File: src/drab_pkg.sv
// package for the debug RAM access buffers: register indices, windows,
// carrier structs, the sequencer states and shared decode functions.
// assumes nothing of its surroundings; every user names drab_pkg:: items.
package drab_pkg;
	// ----------------------------------------------------------------
	// register indices on the dma/cpu side
	// ----------------------------------------------------------------
	localparam logic [2:0] REG_BUF_LOW = 3'h0;
	localparam logic [2:0] REG_BUF_HIGH = 3'h1;
	localparam logic [2:0] REG_SRC_LOW = 3'h2;
	localparam logic [2:0] REG_SRC_HIGH = 3'h3;
	localparam logic [2:0] REG_DST_LOW = 3'h4;
	localparam logic [2:0] REG_DST_HIGH = 3'h5;
	localparam logic [15:0] RESET_WORD = 16'h0000;
	localparam logic [31:0] RESET_ADDR = 32'h0000_0000;
	localparam logic [15:0] UNMAPPED_WORD = 16'h0000;

	// ----------------------------------------------------------------
	// address windows (low 24 bits) and address shaping
	// ----------------------------------------------------------------
	localparam logic [23:0] RAM_FIRST = 24'hffc000;
	localparam logic [23:0] RAM_LAST = 24'hffe7ff;
	localparam logic [23:0] ROM_FIRST = 24'h000000;
	localparam logic [23:0] ROM_LAST = 24'h03ffff;
	localparam logic [7:0] TARGET_TOP = 8'hff;
	localparam logic [1:0] SETTLE_DONE = 2'h3;
	localparam logic [1:0] SETTLE_STEP = 2'h1;
	localparam logic [1:0] BE_LOW = 2'h1;
	localparam logic [1:0] BE_HIGH = 2'h2;

	// ----------------------------------------------------------------
	// carriers and states
	// ----------------------------------------------------------------
	typedef struct packed {
		logic req;
		logic write;
		logic space;
		logic [23:0] addr;
		logic [31:0] data;
	} drab_tool_t;

	typedef struct packed {
		logic valid;
		logic fetch;
		logic [31:0] addr;
	} drab_bus_t;

	typedef enum logic [2:0] {
		ST_IDLE,
		ST_ADDR,
		ST_XFER,
		ST_READY,
		ST_LOCKED
	} drab_state_t;

	// ----------------------------------------------------------------
	// shared decode
	// ----------------------------------------------------------------
	function automatic logic drab_in_window(input logic [23:0] a,
		input logic [23:0] first, input logic [23:0] last);
		drab_in_window = (a >= first) && (a <= last);
	endfunction : drab_in_window

	// word match ignoring the two lowest address bits
	function automatic logic drab_word_match(input logic [23:0] a,
		input logic [23:0] b);
		drab_word_match = (a[23:2] == b[23:2]);
	endfunction : drab_word_match
endpackage : drab_pkg

File: src/drab_port.sv
// debug RAM access port: tool command capture, dma buffers and address
// registers, address-match event trigger.
// assumes a dma controller served by the two request lines, and tool pins
// (including the debug link clock) asynchronous to clk.
//
// Notes on behaviour
// - two 16-bit buffers pass RAM data between dma and tool both ways.
// - each buffer is written as a word or as single bytes.
// - source address low/high are set by tool, read-only for dma.
// - destination address low/high are set by tool, read-only for dma.
// - during tool write, destination high shows the address the tool sent.
// - during tool read, destination high shows the low buffer contents.
// - a command sent during reset is never answered; tool resets again.
// - before dma init no RAM access completes; ready never returns.
// - reset clears the event trigger setting.
// - a RAM trigger also fires on a data read, not on fetches.
// - ROM match only in internal ROM, RAM only in RAM; low bits ignored.
// - event trigger output is active low for one clock per matching bus cycle.
// - ready follows write completion; next command after sync drops.
// - addresses outside internal RAM get ready at once, no transfer.
`timescale 1ns/1ns
module drab_port #(
	parameter logic [31:0] BUFFER_ADDR = 32'h0000_0000
) (
	input wire logic clk,
	input wire logic reset_n,
	input wire logic clkEn,
	input wire logic debugLinkClock,
	input wire drab_pkg::drab_tool_t toolIn,
	output logic toolReady,
	output logic [31:0] toolRdData,
	output logic eventTrigger_n,
	output logic addressSetupRequest,
	output logic readWriteTransferRequest,
	input wire logic dmaSetupDone,
	input wire logic dmaXferDone,
	input wire logic [2:0] regAddr,
	input wire logic regRd,
	input wire logic regWr,
	input wire logic [1:0] regBe,
	input wire logic [15:0] regWdata,
	output logic [15:0] regRdata,
	input wire drab_pkg::drab_bus_t busIn
);
	// ----------------------------------------------------------------
	// pin synchronisers: three stages, value taken when 2nd and 3rd agree
	// ----------------------------------------------------------------
	logic [2:0] lclkS_r, lclkS_nxt;
	logic lclkF_r, lclkF_nxt;
	drab_pkg::drab_tool_t toolS1_r, toolS2_r, toolS3_r, toolF_r;
	drab_pkg::drab_tool_t toolS1_nxt, toolS2_nxt, toolS3_nxt, toolF_nxt;
	logic linkRise;

	// filtering on agreement rejects a single sampled glitch on the pins
	always_comb begin
		lclkS_nxt = {lclkS_r[1:0], debugLinkClock};
		lclkF_nxt = (lclkS_r[1] == lclkS_r[2]) ? lclkS_r[2] : lclkF_r;
		toolS1_nxt = toolIn;
		toolS2_nxt = toolS1_r;
		toolS3_nxt = toolS2_r;
		toolF_nxt = (toolS2_r == toolS3_r) ? toolS3_r : toolF_r;
	end

	always_ff @(posedge clk or negedge reset_n) begin
		if (!reset_n) begin
			lclkS_r <= 3'h0;
			lclkF_r <= 1'b0;
			toolS1_r <= '0;
			toolS2_r <= '0;
			toolS3_r <= '0;
			toolF_r <= '0;
		end else if (clkEn) begin
			lclkS_r <= lclkS_nxt;
			lclkF_r <= lclkF_nxt;
			toolS1_r <= toolS1_nxt;
			toolS2_r <= toolS2_nxt;
			toolS3_r <= toolS3_nxt;
			toolF_r <= toolF_nxt;
		end
	end

	// link edge from the filtered level only
	assign linkRise = lclkF_nxt & ~lclkF_r;

	// ----------------------------------------------------------------
	// command sequencer, buffers and address registers
	// ----------------------------------------------------------------
	drab_pkg::drab_state_t state_r, state_nxt;
	logic [15:0] bufLow_r, bufLow_nxt, bufHigh_r, bufHigh_nxt;
	logic [31:0] srcAddr_r, srcAddr_nxt, dstAddr_r, dstAddr_nxt;
	logic opWrite_r, opWrite_nxt;
	logic [31:0] rdData_r, rdData_nxt;
	logic [15:0] regRdata_r, regRdata_nxt;
	logic [1:0] settle_r, settle_nxt;
	logic seenLow_r, seenLow_nxt;
	logic trigEn_r, trigEn_nxt, trigRom_r, trigRom_nxt;
	logic [23:0] trigAddr_r, trigAddr_nxt;
	logic startCmd, cmdInRam;
	logic [31:0] target;

	assign startCmd = linkRise & toolF_nxt.req & seenLow_r;
	assign cmdInRam = drab_pkg::drab_in_window(toolF_nxt.addr,
		drab_pkg::RAM_FIRST, drab_pkg::RAM_LAST);
	assign target = {drab_pkg::TARGET_TOP, toolF_nxt.addr};

	// next state of the sequencer and everything it loads
	always_comb begin
		state_nxt = state_r;
		bufLow_nxt = bufLow_r;
		bufHigh_nxt = bufHigh_r;
		srcAddr_nxt = srcAddr_r;
		dstAddr_nxt = dstAddr_r;
		opWrite_nxt = opWrite_r;
		rdData_nxt = rdData_r;
		settle_nxt = settle_r;
		seenLow_nxt = seenLow_r;
		trigEn_nxt = trigEn_r;
		trigRom_nxt = trigRom_r;
		trigAddr_nxt = trigAddr_r;
		// a request already up when the pins settle was sent in reset
		if (settle_r != drab_pkg::SETTLE_DONE) begin
			settle_nxt = settle_r + drab_pkg::SETTLE_STEP;
		end else if (!seenLow_r) begin
			if (toolF_nxt.req) begin
				state_nxt = drab_pkg::ST_LOCKED;
			end else begin
				seenLow_nxt = 1'b1;
			end
		end
		// dma side byte-lane writes into the data buffers
		if (regWr && regAddr == drab_pkg::REG_BUF_LOW) begin
			if (regBe[0]) bufLow_nxt[7:0] = regWdata[7:0];
			if (regBe[1]) bufLow_nxt[15:8] = regWdata[15:8];
		end
		if (regWr && regAddr == drab_pkg::REG_BUF_HIGH) begin
			if (regBe[0]) bufHigh_nxt[7:0] = regWdata[7:0];
			if (regBe[1]) bufHigh_nxt[15:8] = regWdata[15:8];
		end
		case (state_r)
			drab_pkg::ST_IDLE: begin
				if (startCmd && toolF_nxt.space) begin
					// debug space command programs the trigger
					trigEn_nxt = 1'b1;
					trigRom_nxt = toolF_nxt.data[0];
					trigAddr_nxt = toolF_nxt.addr;
					state_nxt = drab_pkg::ST_READY;
				end else if (startCmd && !cmdInRam) begin
					state_nxt = drab_pkg::ST_READY;
				end else if (startCmd) begin
					opWrite_nxt = toolF_nxt.write;
					if (toolF_nxt.write) begin
						bufLow_nxt = toolF_nxt.data[15:0];
						bufHigh_nxt = toolF_nxt.data[31:16];
						srcAddr_nxt = BUFFER_ADDR;
						dstAddr_nxt = target;
					end else begin
						srcAddr_nxt = target;
						dstAddr_nxt = BUFFER_ADDR;
					end
					state_nxt = drab_pkg::ST_ADDR;
				end
			end
			drab_pkg::ST_ADDR: begin
				// without dma init no done arrives and the port hangs
				if (dmaSetupDone) state_nxt = drab_pkg::ST_XFER;
			end
			drab_pkg::ST_XFER: begin
				if (dmaXferDone) begin
					rdData_nxt = {bufHigh_r, bufLow_r};
					state_nxt = drab_pkg::ST_READY;
				end
			end
			drab_pkg::ST_READY: begin
				if (!toolF_r.req) state_nxt = drab_pkg::ST_IDLE;
			end
			drab_pkg::ST_LOCKED: state_nxt = drab_pkg::ST_LOCKED;
			default: state_nxt = drab_pkg::ST_IDLE;
		endcase
	end

	// registered read data; destination high doubles as a window
	always_comb begin
		regRdata_nxt = regRdata_r;
		if (regRd) begin
			case (regAddr)
				drab_pkg::REG_BUF_LOW: regRdata_nxt = bufLow_r;
				drab_pkg::REG_BUF_HIGH: regRdata_nxt = bufHigh_r;
				drab_pkg::REG_SRC_LOW: regRdata_nxt = srcAddr_r[15:0];
				drab_pkg::REG_SRC_HIGH: regRdata_nxt = srcAddr_r[31:16];
				drab_pkg::REG_DST_LOW: regRdata_nxt = dstAddr_r[15:0];
				drab_pkg::REG_DST_HIGH: begin
					if (opWrite_r) begin
						regRdata_nxt = dstAddr_r[31:16];
					end else begin
						regRdata_nxt = bufLow_r;
					end
				end
				default: regRdata_nxt = drab_pkg::UNMAPPED_WORD;
			endcase
		end
	end

	// address and trigger settings start cleared from every reset
	always_ff @(posedge clk or negedge reset_n) begin
		if (!reset_n) begin
			state_r <= drab_pkg::ST_IDLE;
			bufLow_r <= drab_pkg::RESET_WORD;
			bufHigh_r <= drab_pkg::RESET_WORD;
			srcAddr_r <= drab_pkg::RESET_ADDR;
			dstAddr_r <= drab_pkg::RESET_ADDR;
			opWrite_r <= 1'b0;
			rdData_r <= drab_pkg::RESET_ADDR;
			regRdata_r <= drab_pkg::RESET_WORD;
			settle_r <= 2'h0;
			seenLow_r <= 1'b0;
			trigEn_r <= 1'b0;
			trigRom_r <= 1'b0;
			trigAddr_r <= 24'h000000;
		end else if (clkEn) begin
			state_r <= state_nxt;
			bufLow_r <= bufLow_nxt;
			bufHigh_r <= bufHigh_nxt;
			srcAddr_r <= srcAddr_nxt;
			dstAddr_r <= dstAddr_nxt;
			opWrite_r <= opWrite_nxt;
			rdData_r <= rdData_nxt;
			regRdata_r <= regRdata_nxt;
			settle_r <= settle_nxt;
			seenLow_r <= seenLow_nxt;
			trigEn_r <= trigEn_nxt;
			trigRom_r <= trigRom_nxt;
			trigAddr_r <= trigAddr_nxt;
		end
	end

	// requests are levels held until the dma reports done
	assign addressSetupRequest = (state_r == drab_pkg::ST_ADDR);
	assign readWriteTransferRequest = (state_r == drab_pkg::ST_XFER);
	assign toolReady = (state_r == drab_pkg::ST_READY);
	assign toolRdData = rdData_r;
	assign regRdata = regRdata_r;

	// ----------------------------------------------------------------
	// event trigger
	// ----------------------------------------------------------------
	logic trigFire, busMatch;
	logic trigOut_r, trigOut_nxt;

	assign busMatch = busIn.valid && trigEn_r &&
		drab_pkg::drab_word_match(busIn.addr[23:0], trigAddr_r);

	// rom fetches match only in rom, any non-fetch access only in ram
	always_comb begin
		if (trigRom_r) begin
			trigFire = busMatch && busIn.fetch &&
				drab_pkg::drab_in_window(busIn.addr[23:0],
				drab_pkg::ROM_FIRST, drab_pkg::ROM_LAST);
		end else begin
			trigFire = busMatch && !busIn.fetch &&
				drab_pkg::drab_in_window(busIn.addr[23:0],
				drab_pkg::RAM_FIRST, drab_pkg::RAM_LAST);
		end
		trigOut_nxt = ~trigFire;
	end

	always_ff @(posedge clk or negedge reset_n) begin
		if (!reset_n) begin
			trigOut_r <= 1'b1;
		end else if (clkEn) begin
			trigOut_r <= trigOut_nxt;
		end
	end

	assign eventTrigger_n = trigOut_r;
endmodule : drab_port

File: config.mk
export PLATFORM = sky130hd
export DESIGN_NAME = drab_port
export DESIGN_NICKNAME = d
export VERILOG_FILES = /design/src/drab_pkg.sv /design/src/drab_port.sv
export SDC_FILE = /design/constraint.sdc
export NUM_CORES = 1
export LEC_CHECK = 0
export BUFFER_PORTS_ARGS = -buffer_cell sky130_fd_sc_hd__buf_4
export CAP_MARGIN = 15
export CORE_ASPECT_RATIO = 0.7
export CORE_UTILIZATION = 56
export CTS_CLUSTER_SIZE = 25
export DETAILED_ROUTE_END_ITERATION = 6
export GPL_TIMING_DRIVEN = 0
export HOLD_SLACK_MARGIN = 0.05
export PLACE_DENSITY = 0.76
export SYNTH_ARGS = -nofsm -noshare
export SYNTH_HDL_FRONTEND = slang
export SYNTH_SLANG_ARGS = --single-unit
File: constraint.sdc
create_clock -name clk -period 3.8 [get_ports clk]
set_clock_uncertainty 0.15 [all_clocks]
set_input_delay 0.19 -clock clk [delete_from_list [all_inputs] [get_ports clk]]
set_output_delay 0.19 -clock clk [all_outputs]
set_load 0.05 [all_outputs]
# Yosys cells after proc, flatten, opt, wreduce, memory -nomap -nowiden
# Cells that the tools add are included.
dict set report totals {
  input_bits 122
  regBits 418
  out_inout_bits 52
  word_cells 122
}
dict set report op_classes {
  reduce_logical 23
  n_mux 35
  addsub 1
  n_bitwise 8
  n_eq_ne 13
  n_lt_le_gt_ge 6
}
# cell n
set ops {}
lappend ops {{two-way mux 16 bit} 13}
lappend ops {{one-hot mux 16 bit (6 select lines)} 1}
lappend ops {{two-way mux 32 bit} 2}
lappend ops {{== test 59 bit} 1}
lappend ops {{two-way mux 59 bit} 1}
lappend ops {{greater-or-equal comparator 24 bit (second input constant)} 2}
lappend ops {{<= comparator 24 bit (second input constant)} 2}
lappend ops {{two-way mux 8 bit} 4}
lappend ops {{two-way mux 3 bit} 9}
lappend ops {{greater-or-equal comparator 24 x 1 -> 1 bit (second input constant)} 1}
lappend ops {{<= comparator 24 x 18 -> 1 bit (second input constant)} 1}
lappend ops {{== test 22 bit} 1}
lappend ops {{one-hot mux 3 bit (5 select lines)} 1}
lappend ops {{logical AND 1 bit} 13}
lappend ops {{== test 3 x 2 -> 1 bit (second input constant)} 4}
lappend ops {{== test 3 bit (second input constant)} 3}
lappend ops {{== test 3 x 1 -> 1 bit (second input constant)} 2}
lappend ops {{zero test 3 bit} 2}
lappend ops {{AND reduction 2 bit} 3}
lappend ops {{AND reduction 3 bit} 2}
lappend ops {{inverter 1 bit} 5}
lappend ops {{AND reduction 5 bit} 1}
lappend ops {{two-way mux 1 bit} 4}
lappend ops {{bitwise AND 1 bit} 3}
lappend ops {{4 further kinds} 5}

# Depth between registers and ports, before layout
# Gate-level depths: netlist of run 1.
dict set report logic_depth {
  word_depth 9
  depth_mapped 9
  ltp_nobuf 7
}

# Least setup slack after synthesis of run 1
# OpenSTA, ideal clock, no wires.
dict set report synth_timing {
  path_type {register to register}
  from {register state_r[1]}
  to {register state_r[2]}
  setup_ps 95
  arrival_time_ps 2536
  path_slack_ps 1018
  required_ps 3555
  path_stages_with_launch 7
  path_cell_list {dfrtp_1 > clkbuf_1 > inv_1 > nor3b_1 > a22o_1 > o211ai_1 > o31ai_1}
}
dict set report synth_via {
  elab_chain_len 2
}
# element line_no
set synth_lines {}
lappend synth_lines {{from (decl)} drab_port.sv:88} ;# drab_pkg::drab_state_t state_r, state_nxt;
lappend synth_lines {{from (signal assigned)} drab_port.sv:206} ;# state_r <= drab_pkg::ST_IDLE;
lappend synth_lines {{from (signal assigned)} drab_port.sv:220} ;# state_r <= state_nxt;
lappend synth_lines {{== test 3 x 2 -> 1 bit} n/a}
lappend synth_lines {{net toolReady} drab_port.sv:30} ;# output logic toolReady,
lappend synth_lines {{one-hot mux 3 bit (5 select lines)} drab_port.sv:139} ;# case (state_r)
# The timed path passes the listed nets, and every way through them passes these cells.
# A chain may end at the register's enable or synchronous reset.

# Final worst setup path of run 1
dict set report layout_timing {
  from {register toolS3_r[38] (netlist bit)}
  to {register dstAddr_r[12]}
}
dict set report layout_via {
  elab_chain_len 8
}
# element line_no
set layout_lines {}
lappend layout_lines {{from (decl)} drab_port.sv:50} ;# drab_pkg::drab_tool_t toolS1_r, toolS2_r, toolS3_r, toolF_r;
lappend layout_lines {{from (signal assigned)} drab_port.sv:77} ;# toolS3_r <= toolS3_nxt;
lappend layout_lines {{== test 59 bit} drab_port.sv:61} ;# toolF_nxt = (toolS2_r == toolS3_r) ? toolS3_r : toolF_r;
lappend layout_lines {{two-way mux 59 bit *} drab_port.sv:61}
lappend layout_lines {{greater-or-equal comparator 24 bit / <= comparator 24 bit (equally long branches)} drab_pkg.sv:61} ;# drab_in_window = (a >= first) && (a <= last);
lappend layout_lines {{logical AND 1 bit} drab_pkg.sv:61}
lappend layout_lines {{zero test 1 bit} drab_port.sv:147} ;# end else if (startCmd && !cmdInRam) begin
lappend layout_lines {{logical AND 1 bit} drab_port.sv:147}
lappend layout_lines {{inverter 1 bit (no source line)} n/a}
lappend layout_lines {{AND reduction 5 bit (no source line)} n/a}
lappend layout_lines {{to (signal assigned)} drab_port.sv:210} ;# dstAddr_r <= drab_pkg::RESET_ADDR;
lappend layout_lines {{to (signal assigned)} drab_port.sv:224} ;# dstAddr_r <= dstAddr_nxt;
lappend layout_lines {{to (decl)} drab_port.sv:90} ;# logic [31:0] srcAddr_r, srcAddr_nxt, dstAddr_r, dstAddr_nxt;
# Every way passes the cells marked *; elsewhere a longest branch is shown, timed or not.

==> metrics.txt, run 1 <==
Synth Flop Type dfrtp_1; GRT Total Usage 30.5%; CP arrival 4.02 ns; Final setup viols 0; Die ar. 33400 µm²; #FFs+latches synth 401; CTS Root Cell clkbuf_16; grt total ovfl 0; row count 54; Starting Density 57.8%; core area 31600 µm²; max cap viols 0; filler instances 2221; Fmax achieved 0.266 GHz; area delta synth->final 21.9%; largest net degree at the start of global routing 127; pwr dens 528 nW/µm²; register area 10000 µm²; Final Net Count 1841; Bufs on Longest Clock Path 3; register area share after synthesis 54.9%; CP Class reg2reg; layout cells sized above 1 33.6%; Slew @ Worst Pin 0.856 ns; DR DRC count 0; CP Capture Type flop; post-route setup slack 0.0429 ns; Multi-input gate area 7800 µm²; post-layout min period 3.76 ns; Vias/cell 5.80; CTS sink count 401; Worst slew margin 41.3%; Netlist Area Pre-Place 18300 µm²; antenna-violating nets left 0; RSZ-0062 raised after global routing false; antenna violations before repair 1; Clock Latency Late Sink 0.54 ns; number of synthesis warnings 0; syn nets 1550; clk slew on worst S/H paths 0.06 ns; Initial DRC Count 1102; Post-Place Setup Slack 0.0378 ns; Unique masters post-synth 57; final core utilization 70.4%; ys async rst share 100%; Syn Inst Count 1427; GPL Wtd Cong 0.951; via count 12567; CP startpoint kind flop; WHS 0.0549 ns; CTS tree built; Antenna Diode Count 0; Worst Path Required 4.07 ns; Final Slew Violations 0; Fin. Hold Viols 0; Hold Path Class in2async; vias in the first global route 12777; PortBufs 162; CTS buffer count 40; die width 218 µm; H-tree depth 2; R2R depth 9; static leakage 0.0106 µW; Wirelength per Cell 22.8 µm; status finished clean; number of synthesized flops with an enable pin 0; first-pass GRT wire length 76.2 mm; DR pass1 iterations 5; crit path max fanout 10; post-DP HPWL 35.8 mm; I/O pin count 174; Reg2Reg Setup Slack 0.04 ns; average cell area after synthesis 12.8 µm²; Die Span Y 153 µm; fin crit share 98.9%; Max rail drop VDD 532 µV; drt total wl 49.5 mm
[final cells by class]
type,instances,share of cell area [%]
clock inverters,16,0.658
flip-flops and latches,401,45.1
inverters,30,0.506
well taps,420,2.36
plain buffers,80,1.56
multi-input cells,916,35.0
repair buffers,249,9.65
clock buffers,54,5.14
[layer usage]
layer | vias to the layer above | part of all wire, % | GRT usage, %
met5 | - | 0 | 0
met4 | 0 | 1.5 | 5.79
met3 | 60 | 8.3 | 8.72
met2 | 431 | 44 | 44.5
met1 | 6417 | 47 | 45.8
li1 | 5659 | - | -
[stage by stage]
stage                     std cells  total power, µW  TNS, ns  area [µm²]
final                          2166            11800        0       22300
after global routing           2166            12200        0       22300
after CTS                      2166            11800        0       22200
after detailed placement       2012             7790        0       20100
after global placement         2009             7720  -559.80       20000
after floorplan                1427             6800        0       18300
[worst paths after layout]
| kind | start | to |
|---|---|---|
| min reg2reg | trigEn_r | trigEn_r |
| max | toolS3_r[38] | dstAddr_r[12] |
| max reg2reg | toolS3_r[38] | dstAddr_r[12] |
| min in group clk | regAddr[1] | regRdata[2] |
| max in group asynchronous | reset_n | eventTrigger_n |
| min | reset_n | toolS1_r[21] |
[synthesized netlist by cell type (all sizes together) (2+ instances only)]
cell type,number,area [µm²]
dfrtp,400,10000
inv,30,113
nor3b,2,15.0
nand4,29,196
o211ai,3,27.5
buf,26,144
nand3,6,30.0
o221ai,5,43.8
xnor2,80,701
nand4b,2,17.5
a2111oi,2,17.5
nor2b,4,25.0
and2,4,27.5
o31ai,2,15.0
a211oi,3,22.5
mux2,326,3780
mux2i,76,777
o21a,14,105
a221oi,7,61.3
or4b,2,20.0
nand2,101,379
xor2,2,17.5
and3,4,25.0
a22oi,15,113
o22ai,5,31.3
o21ai,43,215
a21o,31,233
a22o,33,289
nor2,64,240
nand2b,7,43.8
clkbuf,54,203
a21oi,16,80.1
nor4,8,75.1
nor3,7,35.0
o211a,2,20.0
nand3b,3,22.5
[worst max-delay path, stage by stage, from the launching register on]
cell	delay, ns
dfrtp_1	0.45
xnor2_2	0.36
nand4_1	0.39
nor4_2	0.43
nand4_4	0.30
buf_2	0.31
buf_2	0.29
mux2i_1	0.54
nor2_1	0.11
mux2_4	0.27
[layout by cell type, fill, tap and decap left out, types with 14 or more instances in the layout]
master           n
a21o_1          31
a21oi_1         16
a22o_1          33
a22oi_1         15
buf_4          163
clkbuf_1        60
clkbuf_16       41
dfrtp_1        400
dlygate4sd3_1   84
inv_1           30
mux2_2         298
mux2_4          28
mux2i_1         72
nand2_1        101
nand4_1         28
nor2_1          64
o21a_1          14
o21ai_0         39
xnor2_1         77
[cell families after synthesis]
logic type               synth area share, %
multiplexers                            24.9
AND/OR/NAND/NOR                         6.47
XOR/XNOR                                3.93
adder cells (fa/ha/maj)               0.0685
AO/OA/AOI/OAI                           7.15
flip-flops                              54.9
buffers and inverters                   2.51
[state kept, by name, summed over array words and instances, names as in the netlist, 22 cells and up]
signal	flops
toolS2_r	59
toolF_r	59
toolS1_r	59
toolS3_r	59
trigAddr_r	22
toolRdData	32
srcAddr_r	25
dstAddr_r	25
[report_power, final]
part           switching [µW]  total, µW  internal (µW)
clock network            1660       3920           2260
registers                 566       5370           4800
logic                    1420       2470           1050
[timing repair]
action | CTS | global route
resized for setup | 1 | 4
setup buffers | 0 | 0
setup endpoints to repair | 1 | 88
hold buffers | 84 | 0
endpoints found under the hold margin | 395 | 0
pin swaps | 0 | 0
(Power assumes the default switching activity.)
==> inputs of run 2 (changes only) <==
--- a/config.mk
+++ b/config.mk
@@ -7,13 +7,16 @@
 export LEC_CHECK = 0
 export BUFFER_PORTS_ARGS = -buffer_cell sky130_fd_sc_hd__buf_4
 export CAP_MARGIN = 15
+export CELL_PAD_IN_SITES_DETAIL_PLACEMENT = 0
+export CELL_PAD_IN_SITES_GLOBAL_PLACEMENT = 1
 export CORE_ASPECT_RATIO = 0.7
-export CORE_UTILIZATION = 56
+export CORE_MARGIN = 5
+export CORE_UTILIZATION = 52
 export CTS_CLUSTER_SIZE = 25
 export DETAILED_ROUTE_END_ITERATION = 6
 export GPL_TIMING_DRIVEN = 0
 export HOLD_SLACK_MARGIN = 0.05
-export PLACE_DENSITY = 0.76
+export PLACE_DENSITY_LB_ADDON = 0.1
 export SYNTH_ARGS = -nofsm -noshare
 export SYNTH_HDL_FRONTEND = slang
 export SYNTH_SLANG_ARGS = --single-unit
==> run 2 against run 1 <==
Net effect:
- via count decreased by 0.25%
- register-to-register slack improved by 0.09 ns
- final cell count is 2.7% higher
- sequential share of layout area shrank 0.29 points
- core utilization decreased by 5.8 points
- critical path depth is the same
- count of clock-buffer cells in the layout is 12 higher
- maximum frequency rose by 2.4%
- sequential cell count unchanged
- global-route usage down 4.1 points
- clock power up 4%
- critical endpoint is now srcAddr_r[2]
- highest routed layer unchanged
==> metrics.txt, run 2 (synthesis gave the netlist of run 1 again) <==
status finished clean (unchanged); max cap viols 0 (unchanged); crit path cell chain xnor2_1, nand4_1, nor4_2, nand4_4, buf_2, buf_2, mux2i_1, nor2_1, mux2_4 (was xnor2_2, nand4_1, nor4_2, nand4_4, buf_2, buf_2, mux2i_1, nor2_1, mux2_4); die width 234 µm (was 218 µm); Die Span Y 167 µm (was 153 µm); Hold Path Class in2reg (was in2async); post-route cell area 22400 µm² (was 22300 µm²); PortBufs 162 (unchanged); DP Area 20200 µm² (was 20100 µm²); Bufs on Longest Clock Path 3 (unchanged); grt total ovfl 0 (unchanged); pwr dens 533 nW/µm² (was 528 nW/µm²); largest net degree at the start of global routing 119 (was 127); Clock Latency Late Sink 0.55 ns (was 0.54 ns); register area 10000 µm² (unchanged); CP Capture Type flop (unchanged); Final setup viols 0 (unchanged); fin crit share 96.6% (was 98.9%); WHS 0.128 ns (was 0.0549 ns); CP startpoint kind flop (unchanged); Final Net Count 1844 (was 1841); Multi-input gate area 7800 µm² (about the same); post-route setup slack 0.130 ns (was 0.0429 ns); Fmax achieved 0.272 GHz (was 0.266 GHz); CTS tree built (unchanged); Final Slew Violations 0 (unchanged); Fin. Hold Viols 0 (unchanged); antenna violations before repair 0 (was 1); met1 usage 41.2% (was 45.8%); row count 57 (was 54); filler instances 2693 (was 2221); Die ar. 39000 µm² (was 33400 µm²); Crit path top cell by count buf_2 (unchanged); first-pass GRT wire length 78.9 mm (was 76.2 mm); CP Class reg2reg (unchanged); post-DP HPWL 37.8 mm (was 35.8 mm); Worst slew margin 41.5% (was 41.3%); CTS sink count 401 (unchanged); Reg2Reg Setup Slack 0.13 ns (was 0.04 ns); Antenna Diode Count 0 (unchanged); Vias/cell 5.64 (was 5.80); static leakage 0.0106 µW (about the same); core area 34700 µm² (was 31600 µm²); Post-Place Setup Slack 0.119 ns (was 0.0378 ns); Starting Density 52.7% (was 57.8%); busiest grt layer met1 (unchanged); combinational power share 20.7% (was 21.0%); Worst Path Required 4.07 ns (about the same); most common cell after layout, fill and taps aside dfrtp_1 (unchanged); Max rail drop VDD 532 µV (about the same); post-layout min period 3.67 ns (was 3.76 ns); RSZ-0062 raised after global routing false (unchanged); GPL Wtd Cong 0.933 (was 0.951); Initial DRC Count 985 (was 1102); GRT Total Usage 26.4% (was 30.5%); area delta synth->final 22.6% (was 21.9%); crit path max fanout 10 (unchanged); vias in the first global route 12955 (was 12777); placed cell count 2064 (was 2012); layout cells sized above 1 33.3% (was 33.6%); Sw Share 31.0% (about the same); final core utilization 64.6% (was 70.4%); Wirelength per Cell 22.8 µm (about the same); met2 GRT Util 38.4% (was 44.5%); most frequent cells in the layout dfrtp_1, mux2_2, buf_4 (unchanged); internal power 8250 µW (was 8110 µW); via count 12536 (was 12567); clk slew on worst S/H paths 0.06 ns (about the same); drt total wl 50.8 mm (was 49.5 mm); non-filler cells in the finished layout 2224 (was 2166); Seq pwr share 45.2% (was 45.6%); CTS buffer count 41 (was 40); global-route met3 utilization 6.52% (was 8.72%); DR pass1 iterations 7 (was 5); I/O pin count 174 (unchanged); H-tree depth 2 (unchanged); DR DRC count 0 (unchanged); CTS Root Cell clkbuf_16 (unchanged); CP arrival 3.94 ns (was 4.02 ns); Slew @ Worst Pin 0.878 ns (was 0.856 ns); antenna-violating nets left 0 (unchanged); Largest stage delay, worst path 0.53 ns (was 0.54 ns); clock network fraction of total power 34.1% (was 33.3%); Worst path slowest cell mux2i_1 (unchanged); Net Sw Power 3700 µW (was 3650 µW)
[run 2: cell types whose count changed in the layout (fill, tap and decap cells not counted), moves of 3 or more]
cell	previous run	this run
clkinv_2	10	4
clkbuf_1	60	68
mux2i_2	3	8
xnor2_1	77	80
xnor2_2	3	0
mux2i_1	72	67
[run 2: through the flow]
step | total power [µW] | setup TNS, ns
detailed placement | 7850 | 0
CTS | 12000 | 0
finish | 11900 | 0
global placement | 7790 | -640.85
global route | 12400 | 0
floorplan | 6800 | 0
[run 2: critical path, delay by kind of cell, from the launching register on]
kind / cells / cell delay [ns]
and+or+nand+nor: 4 / 1.08
buffers and inverters: 2 / 0.58
DFF: 1 / 0.43
xor gates and xnor gates: 1 / 0.50
muxes: 2 / 0.80
[run 2: area by class of cell]
class / instances / area share, %
well taps: 472 / 2.64
repair buffers: 251 / 9.67
plain buffers: 80 / 1.55
inverters: 30 / 0.503
multi-input cells: 916 / 34.8
flip-flops and latches: 401 / 44.8
clock buffers: 66 / 5.59
clock inverters: 8 / 0.447
[run 2: final timing paths]
path | startpoint | cells past startpoint | end
min in group asynchronous | reset_n | 3 | toolS2_r[9]
setup reg to reg | toolS3_r[53] | 9 | srcAddr_r[2]
setup / recovery | toolS3_r[53] | 9 | srcAddr_r[2]
hold / removal | regAddr[1] | 5 | regRdata[4]
hold reg to reg | regRdata[14] | 2 | regRdata[14]
max in group asynchronous | reset_n | 5 | srcAddr_r[22]
[run 2: power by group through the flow]
| stage | Clock (µW) | Combinational [µW] | Sequential, µW |
|---|---|---|---|
| 2_1_floorplan | 0 | 1080 | 5710 |
| 3_3_place_gp | 0 | 2340 | 5450 |
| 3_5_place_dp | 0 | 2380 | 5460 |
| 4_1_cts | 4140 | 2460 | 5390 |
| 5_1_grt | 4310 | 2630 | 5460 |
| 6_report | 4070 | 2470 | 5400 |
[run 2: per-layer routing]
metal  up-vias  wire (µm)  share of wire [%]
li1       5667          -                  -
met1      6522      24800                 49
met2       297      22000                 43
met3        50       3400                6.7
met4         0        620                1.2
met5         -          0                  0
[run 2: repair_timing]
action / CTS / global route
buffers inserted: 0 / 0
hold buffers: 86 / 0
endpoints found under the setup margin: 0 / 17
hold endpoints to repair: 378 / 0
resized for setup: 0 / 7
